## src/hw/rx_gain_params.svh

```systemverilog
`ifndef RX_GAIN_PARAMS_SVH
`define RX_GAIN_PARAMS_SVH

// Indirect register offsets
`define ANT_GAIN_CTRL_OFS   7'h51
`define PREAMBLE_SEARCH_OFS 7'h56
`define SIGNAL_STRENGTH_OFS 7'h5b
`define CRYSTAL_CTRL_OFS    7'h6e

// Reset values
`define ANT_GAIN_CTRL_RST   8'h40
`define PREAMBLE_SEARCH_RST 8'h1e
`define SIGNAL_STRENGTH_RST 8'h00
`define CRYSTAL_CTRL_RST    8'h00

// Field positions
`define SNIFF_EN_BIT        7
`define GAIN_EN_BIT         6
`define GAIN_STEP_LSB       4
`define ANT_SEL_BIT         1
`define FAST_DIV_BIT        0
`define SEARCH_EN_BIT       0
`define CRYSTAL_BYPASS_BIT  5

// Gain step encodings
`define GAIN_STEP_FULL      2'h0
`define GAIN_STEP_CHF_LOW   2'h1
`define GAIN_STEP_RSVD      2'h2
`define GAIN_STEP_ALL_LOW   2'h3

// SPI frame: read flag bit, frame length and command byte length
`define SPI_READ_BIT        7
`define SPI_FRAME_BITS      5'h10
`define SPI_CMD_BITS        5'h08

// Timing
`define CLK_PERIOD_NS       4
`define RSSI_REFRESH_NS     125000
`define RSSI_REFRESH_CYCLES (`RSSI_REFRESH_NS / `CLK_PERIOD_NS)
`define DUTY_HALF_CYCLES    16

`endif

```

## src/hw/rx_gain_pkg.sv

```systemverilog
package rx_gain_pkg;

  typedef struct packed {
    logic ssel_b;
    logic sclk;
    logic mosi;
  } spi_in_type;

  typedef struct packed {
    logic       sniff_start_enable;
    logic       gain_control_enable;
    logic [1:0] gain_step_select;
    logic [1:0] reserved;
    logic       antenna_select_bit;
    logic       fast_diversity_enable;
  } ant_gain_type;

  typedef struct packed {
    logic [2:0] reserved;
    logic       osc_buffer_cycling_enable;
    logic       limiter_cycling_enable;
    logic       power_meter_cycling_enable;
    logic       front_amp_cycling_enable;
    logic       low_power_search_enable;
  } search_ctrl_type;

  typedef enum logic [2:0] {
    SPI_IDLE = 3'b001,
    SPI_CMD  = 3'b010,
    SPI_DATA = 3'b100
  } spi_state_type;

endpackage

```

## src/hw/duty_cycler.sv

```systemverilog
`timescale 1ns/100ps
// One receiver block's on/off gate during low-power search
module duty_cycler
  import rx_gain_pkg::*;
(
  input  wire logic mclk,
  input  wire logic rst_b,
  input  wire logic ce,
  input  wire logic search_active,
  input  wire logic cycling_enable,
  input  wire logic phase,
  output logic      block_on
);

  always_ff @(posedge mclk or negedge rst_b) begin
    if (!rst_b) begin
      block_on <= 1'b1;
    end else if (ce) begin
      block_on <= (search_active && cycling_enable) ? phase : 1'b1;
    end
  end

  a_block_normal: assert property (@(posedge mclk) disable iff (!rst_b)
    ce && !(search_active && cycling_enable) |=> block_on)
    else $error("block gated off outside cycling");

  a_block_follows_phase: assert property (@(posedge mclk) disable iff (!rst_b)
    ce && search_active && cycling_enable |=> block_on == $past(phase))
    else $error("cycling block does not follow duty phase");

endmodule

```

## src/hw/receiver_gain_and_search_ctrl.sv

```systemverilog
`timescale 1ns/100ps
`include "rx_gain_params.svh"
module receiver_gain_and_search_ctrl
  import rx_gain_pkg::*;
#(
  parameter int RSSI_REFRESH_CYCLES = `RSSI_REFRESH_CYCLES,
  parameter int DUTY_HALF_CYCLES    = `DUTY_HALF_CYCLES
) (
  input  wire logic       mclk,
  input  wire logic       rst_b,
  input  wire logic       ce,
  input  wire spi_in_type spi_in,
  output logic            spi_miso,
  output logic            spi_miso_oe,
  input  wire logic [1:0] agc_chosen_step,
  input  wire logic [7:0] rssi_measured,
  input  wire logic [7:0] sniff_threshold,
  input  wire logic       demod_request,
  input  wire logic       preamble_searching,
  output logic            demod_run,
  output logic [1:0]      rx_gain_step,
  output logic            gain_control_active,
  output logic            fast_diversity_enable,
  output logic            antenna_select_bit,
  output logic            low_power_search_active,
  output logic            osc_buffer_on,
  output logic            limiter_on,
  output logic            power_meter_on,
  output logic            front_amp_on,
  output logic            crystal_bypass
);

  ant_gain_type    ant_reg;
  search_ctrl_type search_reg;
  logic [7:0]      signal_strength_level;
  logic [7:0]      crystal_reg;

  spi_state_type   spi_state;
  logic            sclk_prev;
  logic [4:0]      bit_cnt;
  logic [7:0]      rx_shift;
  logic [7:0]      tx_shift;
  logic [6:0]      cmd_addr;
  logic            cmd_read;
  logic [7:0]      read_data;
  logic            sclk_rise;
  logic            sclk_fall;
  logic            write_strobe;
  logic [7:0]      write_data;
  logic [7:0]      next_rx;

  logic [31:0]     refresh_cnt;
  logic            refresh_tick;
  logic [31:0]     duty_cnt;
  logic            duty_phase;
  logic            search_active;

  // SPI pins are synchronous inputs; edges found against the last sample
  assign sclk_rise = !spi_in.ssel_b && spi_in.sclk && !sclk_prev;
  assign sclk_fall = !spi_in.ssel_b && !spi_in.sclk && sclk_prev;
  assign next_rx   = {rx_shift[6:0], spi_in.mosi};
  assign write_strobe = sclk_rise && (spi_state == SPI_DATA) && !cmd_read
                        && (bit_cnt == `SPI_FRAME_BITS - 5'h01);
  assign write_data   = next_rx;

  // Register read mux
  always_comb begin
    read_data = 8'h00;
    if (cmd_addr == `ANT_GAIN_CTRL_OFS) begin
      read_data = ant_reg;
      read_data[`GAIN_STEP_LSB +: 2] = ant_reg.gain_control_enable ? agc_chosen_step
                                                                   : ant_reg.gain_step_select;
      read_data[3:2] = 2'h0;
    end else if (cmd_addr == `PREAMBLE_SEARCH_OFS) begin
      read_data = {3'h0, search_reg[4:0]};
    end else if (cmd_addr == `SIGNAL_STRENGTH_OFS) begin
      read_data = signal_strength_level;
    end else if (cmd_addr == `CRYSTAL_CTRL_OFS) begin
      read_data = crystal_reg;
    end
  end

  always_ff @(posedge mclk or negedge rst_b) begin
    if (!rst_b) begin
      sclk_prev <= 1'b0;
    end else if (ce) begin
      sclk_prev <= spi_in.sclk;
    end
  end

  // SPI frame: command byte (read flag, 7-bit address), then one data byte
  always_ff @(posedge mclk or negedge rst_b) begin
    if (!rst_b) begin
      spi_state <= SPI_IDLE;
      bit_cnt   <= 5'h00;
      rx_shift  <= 8'h00;
      cmd_addr  <= 7'h00;
      cmd_read  <= 1'b0;
    end else if (ce) begin
      case (spi_state)
        SPI_IDLE: begin
          bit_cnt <= 5'h00;
          if (!spi_in.ssel_b) begin
            spi_state <= SPI_CMD;
          end
        end
        SPI_CMD: begin
          if (spi_in.ssel_b) begin
            spi_state <= SPI_IDLE;
          end else if (sclk_rise) begin
            rx_shift <= next_rx;
            bit_cnt  <= bit_cnt + 5'h01;
            if (bit_cnt == `SPI_CMD_BITS - 5'h01) begin
              cmd_addr  <= next_rx[6:0];
              cmd_read  <= next_rx[`SPI_READ_BIT];
              spi_state <= SPI_DATA;
            end
          end
        end
        SPI_DATA: begin
          // Bits past the frame ignored until deselect: one access per select
          if (spi_in.ssel_b) begin
            spi_state <= SPI_IDLE;
          end else if (sclk_rise && bit_cnt != `SPI_FRAME_BITS) begin
            rx_shift <= next_rx;
            bit_cnt  <= bit_cnt + 5'h01;
          end
        end
        default: begin
          spi_state <= SPI_IDLE;
        end
      endcase
    end
  end

  // Read data loaded on the first falling edge after the command byte, then shifted out on falling edges
  always_ff @(posedge mclk or negedge rst_b) begin
    if (!rst_b) begin
      tx_shift    <= 8'h00;
      spi_miso    <= 1'b0;
      spi_miso_oe <= 1'b0;
    end else if (ce) begin
      spi_miso_oe <= !spi_in.ssel_b;
      if (spi_in.ssel_b) begin
        tx_shift <= 8'h00;
        spi_miso <= 1'b0;
      end else if (spi_state == SPI_DATA && bit_cnt == `SPI_CMD_BITS && cmd_read && sclk_fall) begin
        spi_miso <= read_data[7];
        tx_shift <= {read_data[6:0], 1'b0};
      end else if (sclk_fall) begin
        spi_miso <= tx_shift[7];
        tx_shift <= {tx_shift[6:0], 1'b0};
      end
    end
  end

  // Writable registers
  always_ff @(posedge mclk or negedge rst_b) begin
    if (!rst_b) begin
      ant_reg     <= ant_gain_type'(`ANT_GAIN_CTRL_RST);
      search_reg  <= search_ctrl_type'(`PREAMBLE_SEARCH_RST);
      crystal_reg <= `CRYSTAL_CTRL_RST;
    end else if (ce && write_strobe) begin
      if (cmd_addr == `ANT_GAIN_CTRL_OFS) begin
        ant_reg          <= ant_gain_type'(write_data);
        ant_reg.reserved <= 2'h0;
      end else if (cmd_addr == `PREAMBLE_SEARCH_OFS) begin
        search_reg <= search_ctrl_type'({3'h0, write_data[4:0]});
      end else if (cmd_addr == `CRYSTAL_CTRL_OFS) begin
        crystal_reg <= {2'h0, write_data[`CRYSTAL_BYPASS_BIT], 5'h00};
      end
    end
  end

  // Periodic signal strength capture
  assign refresh_tick = (refresh_cnt == 32'(RSSI_REFRESH_CYCLES - 1));

  always_ff @(posedge mclk or negedge rst_b) begin
    if (!rst_b) begin
      refresh_cnt           <= 32'h0000_0000;
      signal_strength_level <= `SIGNAL_STRENGTH_RST;
    end else if (ce) begin
      refresh_cnt <= refresh_tick ? 32'h0000_0000 : refresh_cnt + 32'h0000_0001;
      if (refresh_tick) begin
        signal_strength_level <= rssi_measured;
      end
    end
  end

  // Gain stepping: automatic choice or forced level
  always_ff @(posedge mclk or negedge rst_b) begin
    if (!rst_b) begin
      rx_gain_step        <= `GAIN_STEP_FULL;
      gain_control_active <= 1'b1;
    end else if (ce) begin
      gain_control_active <= ant_reg.gain_control_enable;
      rx_gain_step <= ant_reg.gain_control_enable ? agc_chosen_step
                                                  : ant_reg.gain_step_select;
    end
  end

  // Sniff start gate for the symbol demodulator
  always_ff @(posedge mclk or negedge rst_b) begin
    if (!rst_b) begin
      demod_run <= 1'b0;
    end else if (ce) begin
      if (!demod_request) begin
        demod_run <= 1'b0;
      end else if (!ant_reg.sniff_start_enable || rssi_measured >= sniff_threshold) begin
        demod_run <= 1'b1;
      end
    end
  end

  // Diversity, antenna and crystal controls
  always_ff @(posedge mclk or negedge rst_b) begin
    if (!rst_b) begin
      fast_diversity_enable <= 1'b0;
      antenna_select_bit    <= 1'b0;
      crystal_bypass        <= 1'b0;
    end else if (ce) begin
      fast_diversity_enable <= ant_reg.fast_diversity_enable;
      antenna_select_bit    <= ant_reg.antenna_select_bit;
      crystal_bypass        <= crystal_reg[`CRYSTAL_BYPASS_BIT];
    end
  end

  // Low-power search mode and half-duty phase
  assign search_active = search_reg.low_power_search_enable && preamble_searching;

  always_ff @(posedge mclk or negedge rst_b) begin
    if (!rst_b) begin
      low_power_search_active <= 1'b0;
      duty_cnt                <= 32'h0000_0000;
      duty_phase              <= 1'b1;
    end else if (ce) begin
      low_power_search_active <= search_reg.low_power_search_enable;
      if (duty_cnt == 32'(DUTY_HALF_CYCLES - 1)) begin
        duty_cnt   <= 32'h0000_0000;
        duty_phase <= !duty_phase;
      end else begin
        duty_cnt <= duty_cnt + 32'h0000_0001;
      end
    end
  end

  duty_cycler u_osc_buffer (
    .mclk           (mclk),
    .rst_b          (rst_b),
    .ce             (ce),
    .search_active  (search_active),
    .cycling_enable (search_reg.osc_buffer_cycling_enable),
    .phase          (duty_phase),
    .block_on       (osc_buffer_on)
  );

  duty_cycler u_limiter (
    .mclk           (mclk),
    .rst_b          (rst_b),
    .ce             (ce),
    .search_active  (search_active),
    .cycling_enable (search_reg.limiter_cycling_enable),
    .phase          (duty_phase),
    .block_on       (limiter_on)
  );

  duty_cycler u_power_meter (
    .mclk           (mclk),
    .rst_b          (rst_b),
    .ce             (ce),
    .search_active  (search_active),
    .cycling_enable (search_reg.power_meter_cycling_enable),
    .phase          (duty_phase),
    .block_on       (power_meter_on)
  );

  duty_cycler u_front_amp (
    .mclk           (mclk),
    .rst_b          (rst_b),
    .ce             (ce),
    .search_active  (search_active),
    .cycling_enable (search_reg.front_amp_cycling_enable),
    .phase          (duty_phase),
    .block_on       (front_amp_on)
  );

  // Checks
  a_sniff_hold: assert property (@(posedge mclk) disable iff (!rst_b)
    ce && ant_reg.sniff_start_enable && !demod_run && rssi_measured < sniff_threshold |=> !demod_run)
    else $error("demodulator started below sniff threshold");

  a_gain_en_reset: assert property (@(posedge mclk)
    rst_b && !$past(rst_b) |-> ant_reg.gain_control_enable && gain_control_active)
    else $error("gain control not enabled after reset");

  a_forced_gain: assert property (@(posedge mclk) disable iff (!rst_b)
    ce && !ant_reg.gain_control_enable |=> rx_gain_step == $past(ant_reg.gain_step_select))
    else $error("forced gain step not applied");

  a_auto_gain: assert property (@(posedge mclk) disable iff (!rst_b)
    ce && ant_reg.gain_control_enable |=> rx_gain_step == $past(agc_chosen_step))
    else $error("automatic gain step not followed");

  a_fast_div: assert property (@(posedge mclk) disable iff (!rst_b)
    ce |=> fast_diversity_enable == $past(ant_reg.fast_diversity_enable))
    else $error("diversity enable does not follow register");

  a_search_mode: assert property (@(posedge mclk) disable iff (!rst_b)
    ce |=> low_power_search_active == $past(search_reg.low_power_search_enable))
    else $error("search mode does not follow master enable");

  a_rssi_stable: assert property (@(posedge mclk) disable iff (!rst_b)
    !(ce && refresh_tick) |=> $stable(signal_strength_level))
    else $error("signal strength changed off refresh tick");

  a_refresh_bound: assert property (@(posedge mclk) disable iff (!rst_b)
    refresh_cnt < 32'(RSSI_REFRESH_CYCLES))
    else $error("refresh counter beyond period");

  a_reserved_zero: assert property (@(posedge mclk) disable iff (!rst_b)
    ant_reg.reserved == 2'h0 && search_reg.reserved == 3'h0)
    else $error("reserved bits hold nonzero value");

  a_miso_drive: assert property (@(posedge mclk) disable iff (!rst_b)
    ce |=> spi_miso_oe == !$past(spi_in.ssel_b))
    else $error("miso enable does not track select");

  c_write_frame: cover property (@(posedge mclk) disable iff (!rst_b) ce && write_strobe);
  c_sniff_start: cover property (@(posedge mclk) disable iff (!rst_b)
    ant_reg.sniff_start_enable && $rose(demod_run));
  c_search_cycle: cover property (@(posedge mclk) disable iff (!rst_b)
    search_active && $fell(front_amp_on));
  c_rssi_refresh: cover property (@(posedge mclk) disable iff (!rst_b) ce && refresh_tick);

endmodule

```

## config.mk

```make
export PLATFORM = sky130hd
export DESIGN_NAME = receiver_gain_and_search_ctrl
export DESIGN_NICKNAME = d
export VERILOG_FILES = /design/src/hw/rx_gain_pkg.sv /design/src/hw/duty_cycler.sv /design/src/hw/receiver_gain_and_search_ctrl.sv
export VERILOG_INCLUDE_DIRS = /design/src /design/src/hw
export SDC_FILE = /design/constraint.sdc
export NUM_CORES = 1
export LEC_CHECK = 0
export ABC_AREA = 1
export BUFFER_PORTS_ARGS = -buffer_cell sky130_fd_sc_hd__buf_2
export CORE_MARGIN = 3
export CORE_UTILIZATION = 56
export DETAILED_ROUTE_END_ITERATION = 7
export MAX_ROUTING_LAYER = met4
export PLACE_DENSITY = 0.76
export SYNTH_ARGS = -nofsm -noshare
export SYNTH_HDL_FRONTEND = slang
export SYNTH_SLANG_ARGS = --single-unit
```

## constraint.sdc

```tcl
create_clock -name mclk -period 2.25 [get_ports mclk]
set_input_delay 0.1125 -clock mclk [delete_from_list [all_inputs] [get_ports mclk]]
set_output_delay 0.1125 -clock mclk [all_outputs]
set_load 0.1 [all_outputs]
```

==> metrics.md, run 1 <==
| Metric | Value |
|---|---|
| Initial DRC Count | `between 600 and 700` |
| Core area | `13500 um^2` |
| Hold depth | `3` |
| Root Buffer | `clkbuf_16` |
| Post-route DRC | `0` |
| Multi-input logic area | `~3900 um^2` |
| Total power | `between 6 and 7 mW` |
| Synth Area in Adders | `2.23%` |
| Reg clk slew, reported paths | `0.06 ns` |
| Syn Area/Cell | `7.13 um^2` |
| Syn Std Cell Area | `7850 um^2` |
| Leak | `4.33 nW` |
| Sequential cell area | `between 3000 and 4000 um^2` |
| Final #Nets | `1201` |
| Ratio of cells with drive above 1 in the final layout | `11.5%` |
| Chip height | `124 um` |
| I/O Pins | `40` |
| Mux contribution to synthesized area | `less than 1%` |
| Internal reg-to-reg setup slack | `0.27 ns` |
| Number of flops mapped to enable cells by yosys | `0` |
| CP Capture Type | `register` |
| Final min period | `between 1.5 and 2 ns` |
| Pins over their slew limit | `0` |
| Routed vias | `approximately 7300` |
| Hold Violations, Final | `0` |
| Die area | `15500 um^2` |
| Outcome | `completed` |
| MaxCap Viol Count | `0` |
| Post_cts resized | `0` |
| Rel. slew slack | `approximately 55%` |
| Die W | `roughly 120 um` |
| Compound-cell area share of the yosys netlist | `6.04%` |
| Length of the first detailed-routing pass in iterations | `6` |
| Simple-Gate Fraction of Synth Area | `a little under two fifths` |
| CTS tree | `yes` |
| Worst-Margin Slew | `0.675 ns` |
| Most used flip-flop cell after synthesis | `dfrtp_1` |
| Filler instances | `1244` |
| Layout area overhead | `14.3%` |
| TNS Setup | `0 ns` |
| Total wire length | `19500 um` |
| Wire per inst | `14.5 um` |
| Count of input and output buffers | `39` |
| Post-Route Skew | `approximately 0.0095 ns` |
| Gp weighted congestion | `around 1` |
| Synth Area in XOR/XNOR | `2.90%` |
| H-tree depth | `4` |
| Commonest non-fill, non-tap cell in the layout | `nand2_1` |
| CTS buffer count | `17` |
| Largest registers | `duty_cnt x32, refresh_cnt x32, signal_strength_level x8` |
| Worst skew pair latency | `0.43 ns` |
| CP arrival | `roughly 2.3 ns` |
| Max clock buf depth | `2` |
| Hold Crit Class | `in -> reg` |
| First-pass GRT wire length | `33100 um` |
| Total GRT Usage | `26.7%` |
| Setup violators final | `0` |
| Largest net degree at the start of global routing | `56` |
| Diode count | `0` |
| WP data required | `2.56 ns` |
| RSZ-0062 raised after global routing | `no` |
| Yosys Warn Count | `0` |
| Async SR Flop Fraction | `between 90% and 100%` |
| CTS Hold Bufs | `11` |
| Max IR drop VDD | `just over 600 uV` |
| Main combinational cell family by area after synthesis | `simple AND/OR/NAND/NOR gates` |
| Postcts setup bufs | `0` |
| Post-Syn Nets | `approximately 1100` |
| Vias per cell | `5.43` |
| WS Path Type | `reg -> reg` |
| Antenna Nets Post-Route | `0` |
| Commonest non-fill, non-tap cells in the layout | `nand2_1, inv_1, nor2_1, dfrtp_1, nand3_1` |
| Clock Sinks | `130` |
| Pwr dens | `~740 nW/um^2` |
| Count of state elements after synthesis | `between 100 and 150` |
| Crit path launch type | `register` |
| Reg2Reg Depth | `10` |
| Cell Rows | `42` |
| Sequential share of the synthesized area | `41.6%` |
| Syn Inst Count | `1102` |
| Share of the clock period used by the worst path after layout | `between 80% and 90%` |
| Total gr overflow | `0` |
| Initial core utilization | `58.4%` |
| Crit path max fanout | `12` |
| Synth cell types | `40` |
| Antenna violations before repair | `0` |
| Dpl hpwl | `14300 um` |
| Vias in the first global route | `6945` |
| Max Freq | `between 0.5 and 0.6 GHz` |
==> worst paths after layout <==
path | from | end
setup / recovery | bit_cnt[1] | ant_reg[0]
hold / removal | spi_in[0] | rx_shift[0]
setup reg to reg | bit_cnt[1] | ant_reg[0]
hold reg to reg | low_power_search_active | low_power_search_active
max in group asynchronous | rst_b | duty_cnt[24]
min in group asynchronous | rst_b | duty_cnt[18]
==> through the flow <==
| step | hold slack, ns | setup slack (ns) | std cells | instance area [um^2] | utilization [%] |
|---|---|---|---|---|---|
| finish | 0.0540 | 0.273 | 1350 | 8980 | 66.7 |
| global route | 0.0705 | 0.105 | 1350 | 8980 | 66.7 |
| CTS | 0.0461 | 0.264 | 1350 | 8980 | 66.7 |
| detailed placement | 0.0863 | 0.392 | 1307 | 8250 | 61.3 |
| global placement | 0.0799 | 0.422 | 1307 | 8250 | 61.3 |
| floorplan | -0.183 | 0.494 | 1102 | 7850 | - |
==> cell families after synthesis <==
group,count (synthesis)
and+or+nand+nor,675
buffers and inverters,174
DFF,130
AOI/OAI and AO/OA,82
xor gates and xnor gates,26
adders and majority gates,14
muxes,1
==> Yosys cell counts, types with 3 or more instances <==
library cell,n,area share (%)
ha_1,14,2.2
clkbuf_1,4,0.19
o21ai_2,11,1.2
inv_1,149,7.1
nand3_1,101,6.4
nor2_1,131,6.3
nor3_1,33,2.1
nor3_2,6,0.76
nand4_1,44,3.5
inv_2,5,0.24
buf_4,5,0.48
buf_2,8,0.51
o22a_1,4,0.45
nor2_2,6,0.48
xor2_1,24,2.7
o21ai_1,7,0.45
dfrtp_1,118,38
o21ai_0,40,2.5
nand2_1,329,16
a21oi_1,16,1.0
nor4_1,5,0.40
nor3_4,3,0.62
dfstp_2,12,4.0
nand2_2,4,0.32
==> worst max-delay path, cell delays in order, from the launching register on <==
cell and delay (ns):
dfrtp_1 0.38, ha_1 0.21, nand2_1 0.09, nor2_1 0.12
ha_1 0.17, inv_1 0.06, nor4_4 0.32, nand3_1 0.13
buf_4 0.21, nand2_1 0.09, o21ai_2 0.06
==> where the power goes <==
| group | internal (mW) | switching, mW | total (mW) |
|---|---|---|---|
| combinational | 0.318 | 0.695 | 1.01 |
| sequential | 2.53 | 0.229 | 2.76 |
| clock | 1.81 | 1.06 | 2.87 |
==> per-layer routing <==
metal	vias to the layer above	track usage (%)	wire, um
li1	3645	-	-
met1	3423	35.1	8830
met2	220	41.5	9270
met3	41	6.00	1030
met4	0	8.19	418
met5	-	-	0
==> layout make-up <==
| type | instances | area share (%) |
|---|---|---|
| clock buffer | 21 | 5.13 |
| clock inverter | 11 | 1.73 |
| timing repair buffer | 60 | 4.45 |
| inverter | 154 | 6.44 |
| tap | 176 | 2.45 |
| sequential | 130 | 36.4 |
| multi-input combinational | 798 | 43.4 |
Note: power is estimated with default switching activity, not from simulation.
==> inputs of run 2 (changes only) <==
==> constraint.sdc (replaced) <==
create_clock -name mclk -period 2 [get_ports mclk]
set_input_delay 0.1 -clock mclk [delete_from_list [all_inputs] [get_ports mclk]]
set_output_delay 0.1 -clock mclk [all_outputs]
set_load 0.1 [all_outputs]
==> run 2 against run 1 <==
Net effect:
- sequential power is 13% higher
- critical path type unchanged
- sequential share of layout area is 0.11 points lower
- largest cell class unchanged
- wire length is 0.24% lower
- clock power is 12% higher
- critical path depth is 3 lower
- first-iteration DRC count is 18% lower
- fmax is 8.2% higher
==> metrics.md, run 2 (same netlist as run 1, synthesis figures left out) <==
| Metric | Value |
|---|---|
| Crit path launch type | `register` |
| H-tree depth | `4` |
| Initial DRC Count | `544` |
| Max IR drop VDD | `733 uV` |
| Layout area overhead | `14.7%` |
| Cell Rows | `42` |
| Dpl hpwl | `14400 um` |
| Total power | `about 7.5 mW` |
| Antenna Nets Post-Route | `0` |
| Hold Violations, Final | `0` |
| Largest net degree at the start of global routing | `50` |
| Clock Sinks | `130` |
| Initial core utilization | `58.4%` |
| RSZ-0062 raised after global routing | `no` |
| Leak | `about 4.3 nW` |
| Wire per inst | `14.4 um` |
| CP most frequent cell | `nand3_1` |
| Largest registers | `duty_cnt x32, refresh_cnt x32, signal_strength_level x8` |
| Worst skew pair latency | `between 0.4 and 0.5 ns` |
| CTS buffer count | `17` |
| Reg clk slew, reported paths | `0.06 ns` |
| Cell family with most CP delay | `simple AND/OR/NAND/NOR gates` |
| Share of the clock period used by the worst path after layout | `91.4%` |
| CP Cell Sequence | `ha_1 > nand3_1 > nor3_1 > nand3_1 > nor2_1 > nand2_1 > xor2_1` |
| Ratio of cells with drive above 1 in the final layout | `11.8%` |
| Final #Nets | `about 1200` |
| Final min period | `1.83 ns` |
| First-pass GRT wire length | `33100 um` |
| Routed vias | `7341` |
| Count of input and output buffers | `39` |
| Core area | `13500 um^2` |
| Setup violators final | `0` |
| Max Freq | `0.547 GHz` |
| WS Path Type | `reg -> reg` |
| Die area | `15500 um^2` |
| CP Buf/Inv Count | `0` |
| Largest stage delay, worst path | `0.41 ns` |
| Max clock buf depth | `2` |
| Vias in the first global route | `6957` |
| Commonest non-fill, non-tap cells in the layout | `nand2_1, inv_1, nor2_1, dfrtp_1, nand3_1` |
| Total wire length | `19500 um` |
| MaxCap Viol Count | `0` |
| WP data required | `between 2 and 2.5 ns` |
| Vias per cell | `5.43` |
| Critical-path top delay cell | `dfrtp_1` |
| Fin worst setup slack | `between 0.15 and 0.2 ns` |
| Pwr dens | `between 800 and 900 nW/um^2` |
| Chip height | `124 um` |
| TNS Setup | `0 ns` |
| Root Buffer | `clkbuf_16` |
| Post-Route Skew | `around 0.0067 ns` |
| Hold Worst Slack | `around 0.019 ns` |
| Diode count | `0` |
| Hold Crit Class | `in -> reg` |
| Rel. slew slack | `61.4%` |
| CTS tree | `yes` |
| Outcome | `completed` |
| Total gr overflow | `0` |
| Gp weighted congestion | `0.975` |
| WP depth | `7` |
| Worst-Margin Slew | `0.575 ns` |
| Commonest non-fill, non-tap cell in the layout | `nand2_1` |
| Antenna violations before repair | `0` |
| Reg2Reg Depth | `7` |
| I/O Pins | `40` |
| Hold depth | `3` |
| Post-route DRC | `0` |
| Internal reg-to-reg setup slack | `0.17 ns` |
| Die W | `124 um` |
| CP arrival | `2.13 ns` |
| CP Capture Type | `register` |
| Post_cts resized | `0` |
| Total GRT Usage | `26.6%` |
| Length of the first detailed-routing pass in iterations | `6` |
| Pins over their slew limit | `0` |
| Crit path max fanout | `5` |
| Dpl ws | `0.136 ns` |
## run 2: cell types whose count changed in the layout (fill, tap and decap cells not counted), sizes merged
cell / delta
buf: +3
clkbuf: -3
clkinv: -3
clkinvlp: +2
inv: +4
## run 2: power breakdown
part           internal [mW]  total, mW  switching, mW
clock                   1.98       3.22           1.24
combinational          0.361       1.15          0.784
sequential              2.85       3.11          0.262
total                   5.19       7.47           2.29
## run 2: layout make-up
type / instances / area, um^2
Fill cell: 1197 / 4450
Multi-Input combinational cell: 798 / 3900
Sequential cell: 130 / 3270
Inverter: 154 / 578
Timing Repair Buffer: 63 / 434
Clock buffer: 18 / 429
Tap cell: 176 / 220
Clock inverter: 14 / 179
## run 2: routing by layer
metal | vias up | wire length (um) | global-route usage, % | share of wire, %
met5 | - | 0 | - | 0
met2 | 255 | 9090 | 41.4 | 47
met3 | 48 | 1200 | 5.62 | 6.1
met1 | 3383 | 8690 | 34.5 | 45
met4 | 0 | 518 | 10.1 | 2.7
li1 | 3655 | - | - | -
## run 2: metrics by stage
step	util (%)	instances	cell area [um^2]
finish	66.9	1353	9000
global route	66.9	1353	9000
CTS	66.9	1353	9000
detailed placement	61.6	1310	8290
global placement	61.6	1310	8290
floorplan	-	1102	7850
## run 2: final timing paths
kind	to	start
min in group asynchronous	duty_cnt[19]	rst_b
min	rx_gain_step[1]	agc_chosen_step[1]
max reg2reg	refresh_cnt[22]	refresh_cnt[1]
max	refresh_cnt[22]	refresh_cnt[1]
max in group asynchronous	spi_state[0]	rst_b
min reg2reg	duty_phase	duty_phase
## run 2: worst register-to-register path, cell delays in order (launching register included)
cell and delay (ns):
dfrtp_1 0.41, ha_1 0.24, nand3_1 0.16, nor3_1 0.25
nand3_1 0.22, nor2_1 0.20, nand2_1 0.08, xor2_1 0.14
## run 2: timing repair
| action | 4_1_cts | 5_1_grt |
|---|---|---|
| setup endpoints to repair | 0 | 10 |
| setup buffers | 0 | 0 |
| hold endpoints to repair | 55 | 0 |
| hold buffers | 11 | 0 |
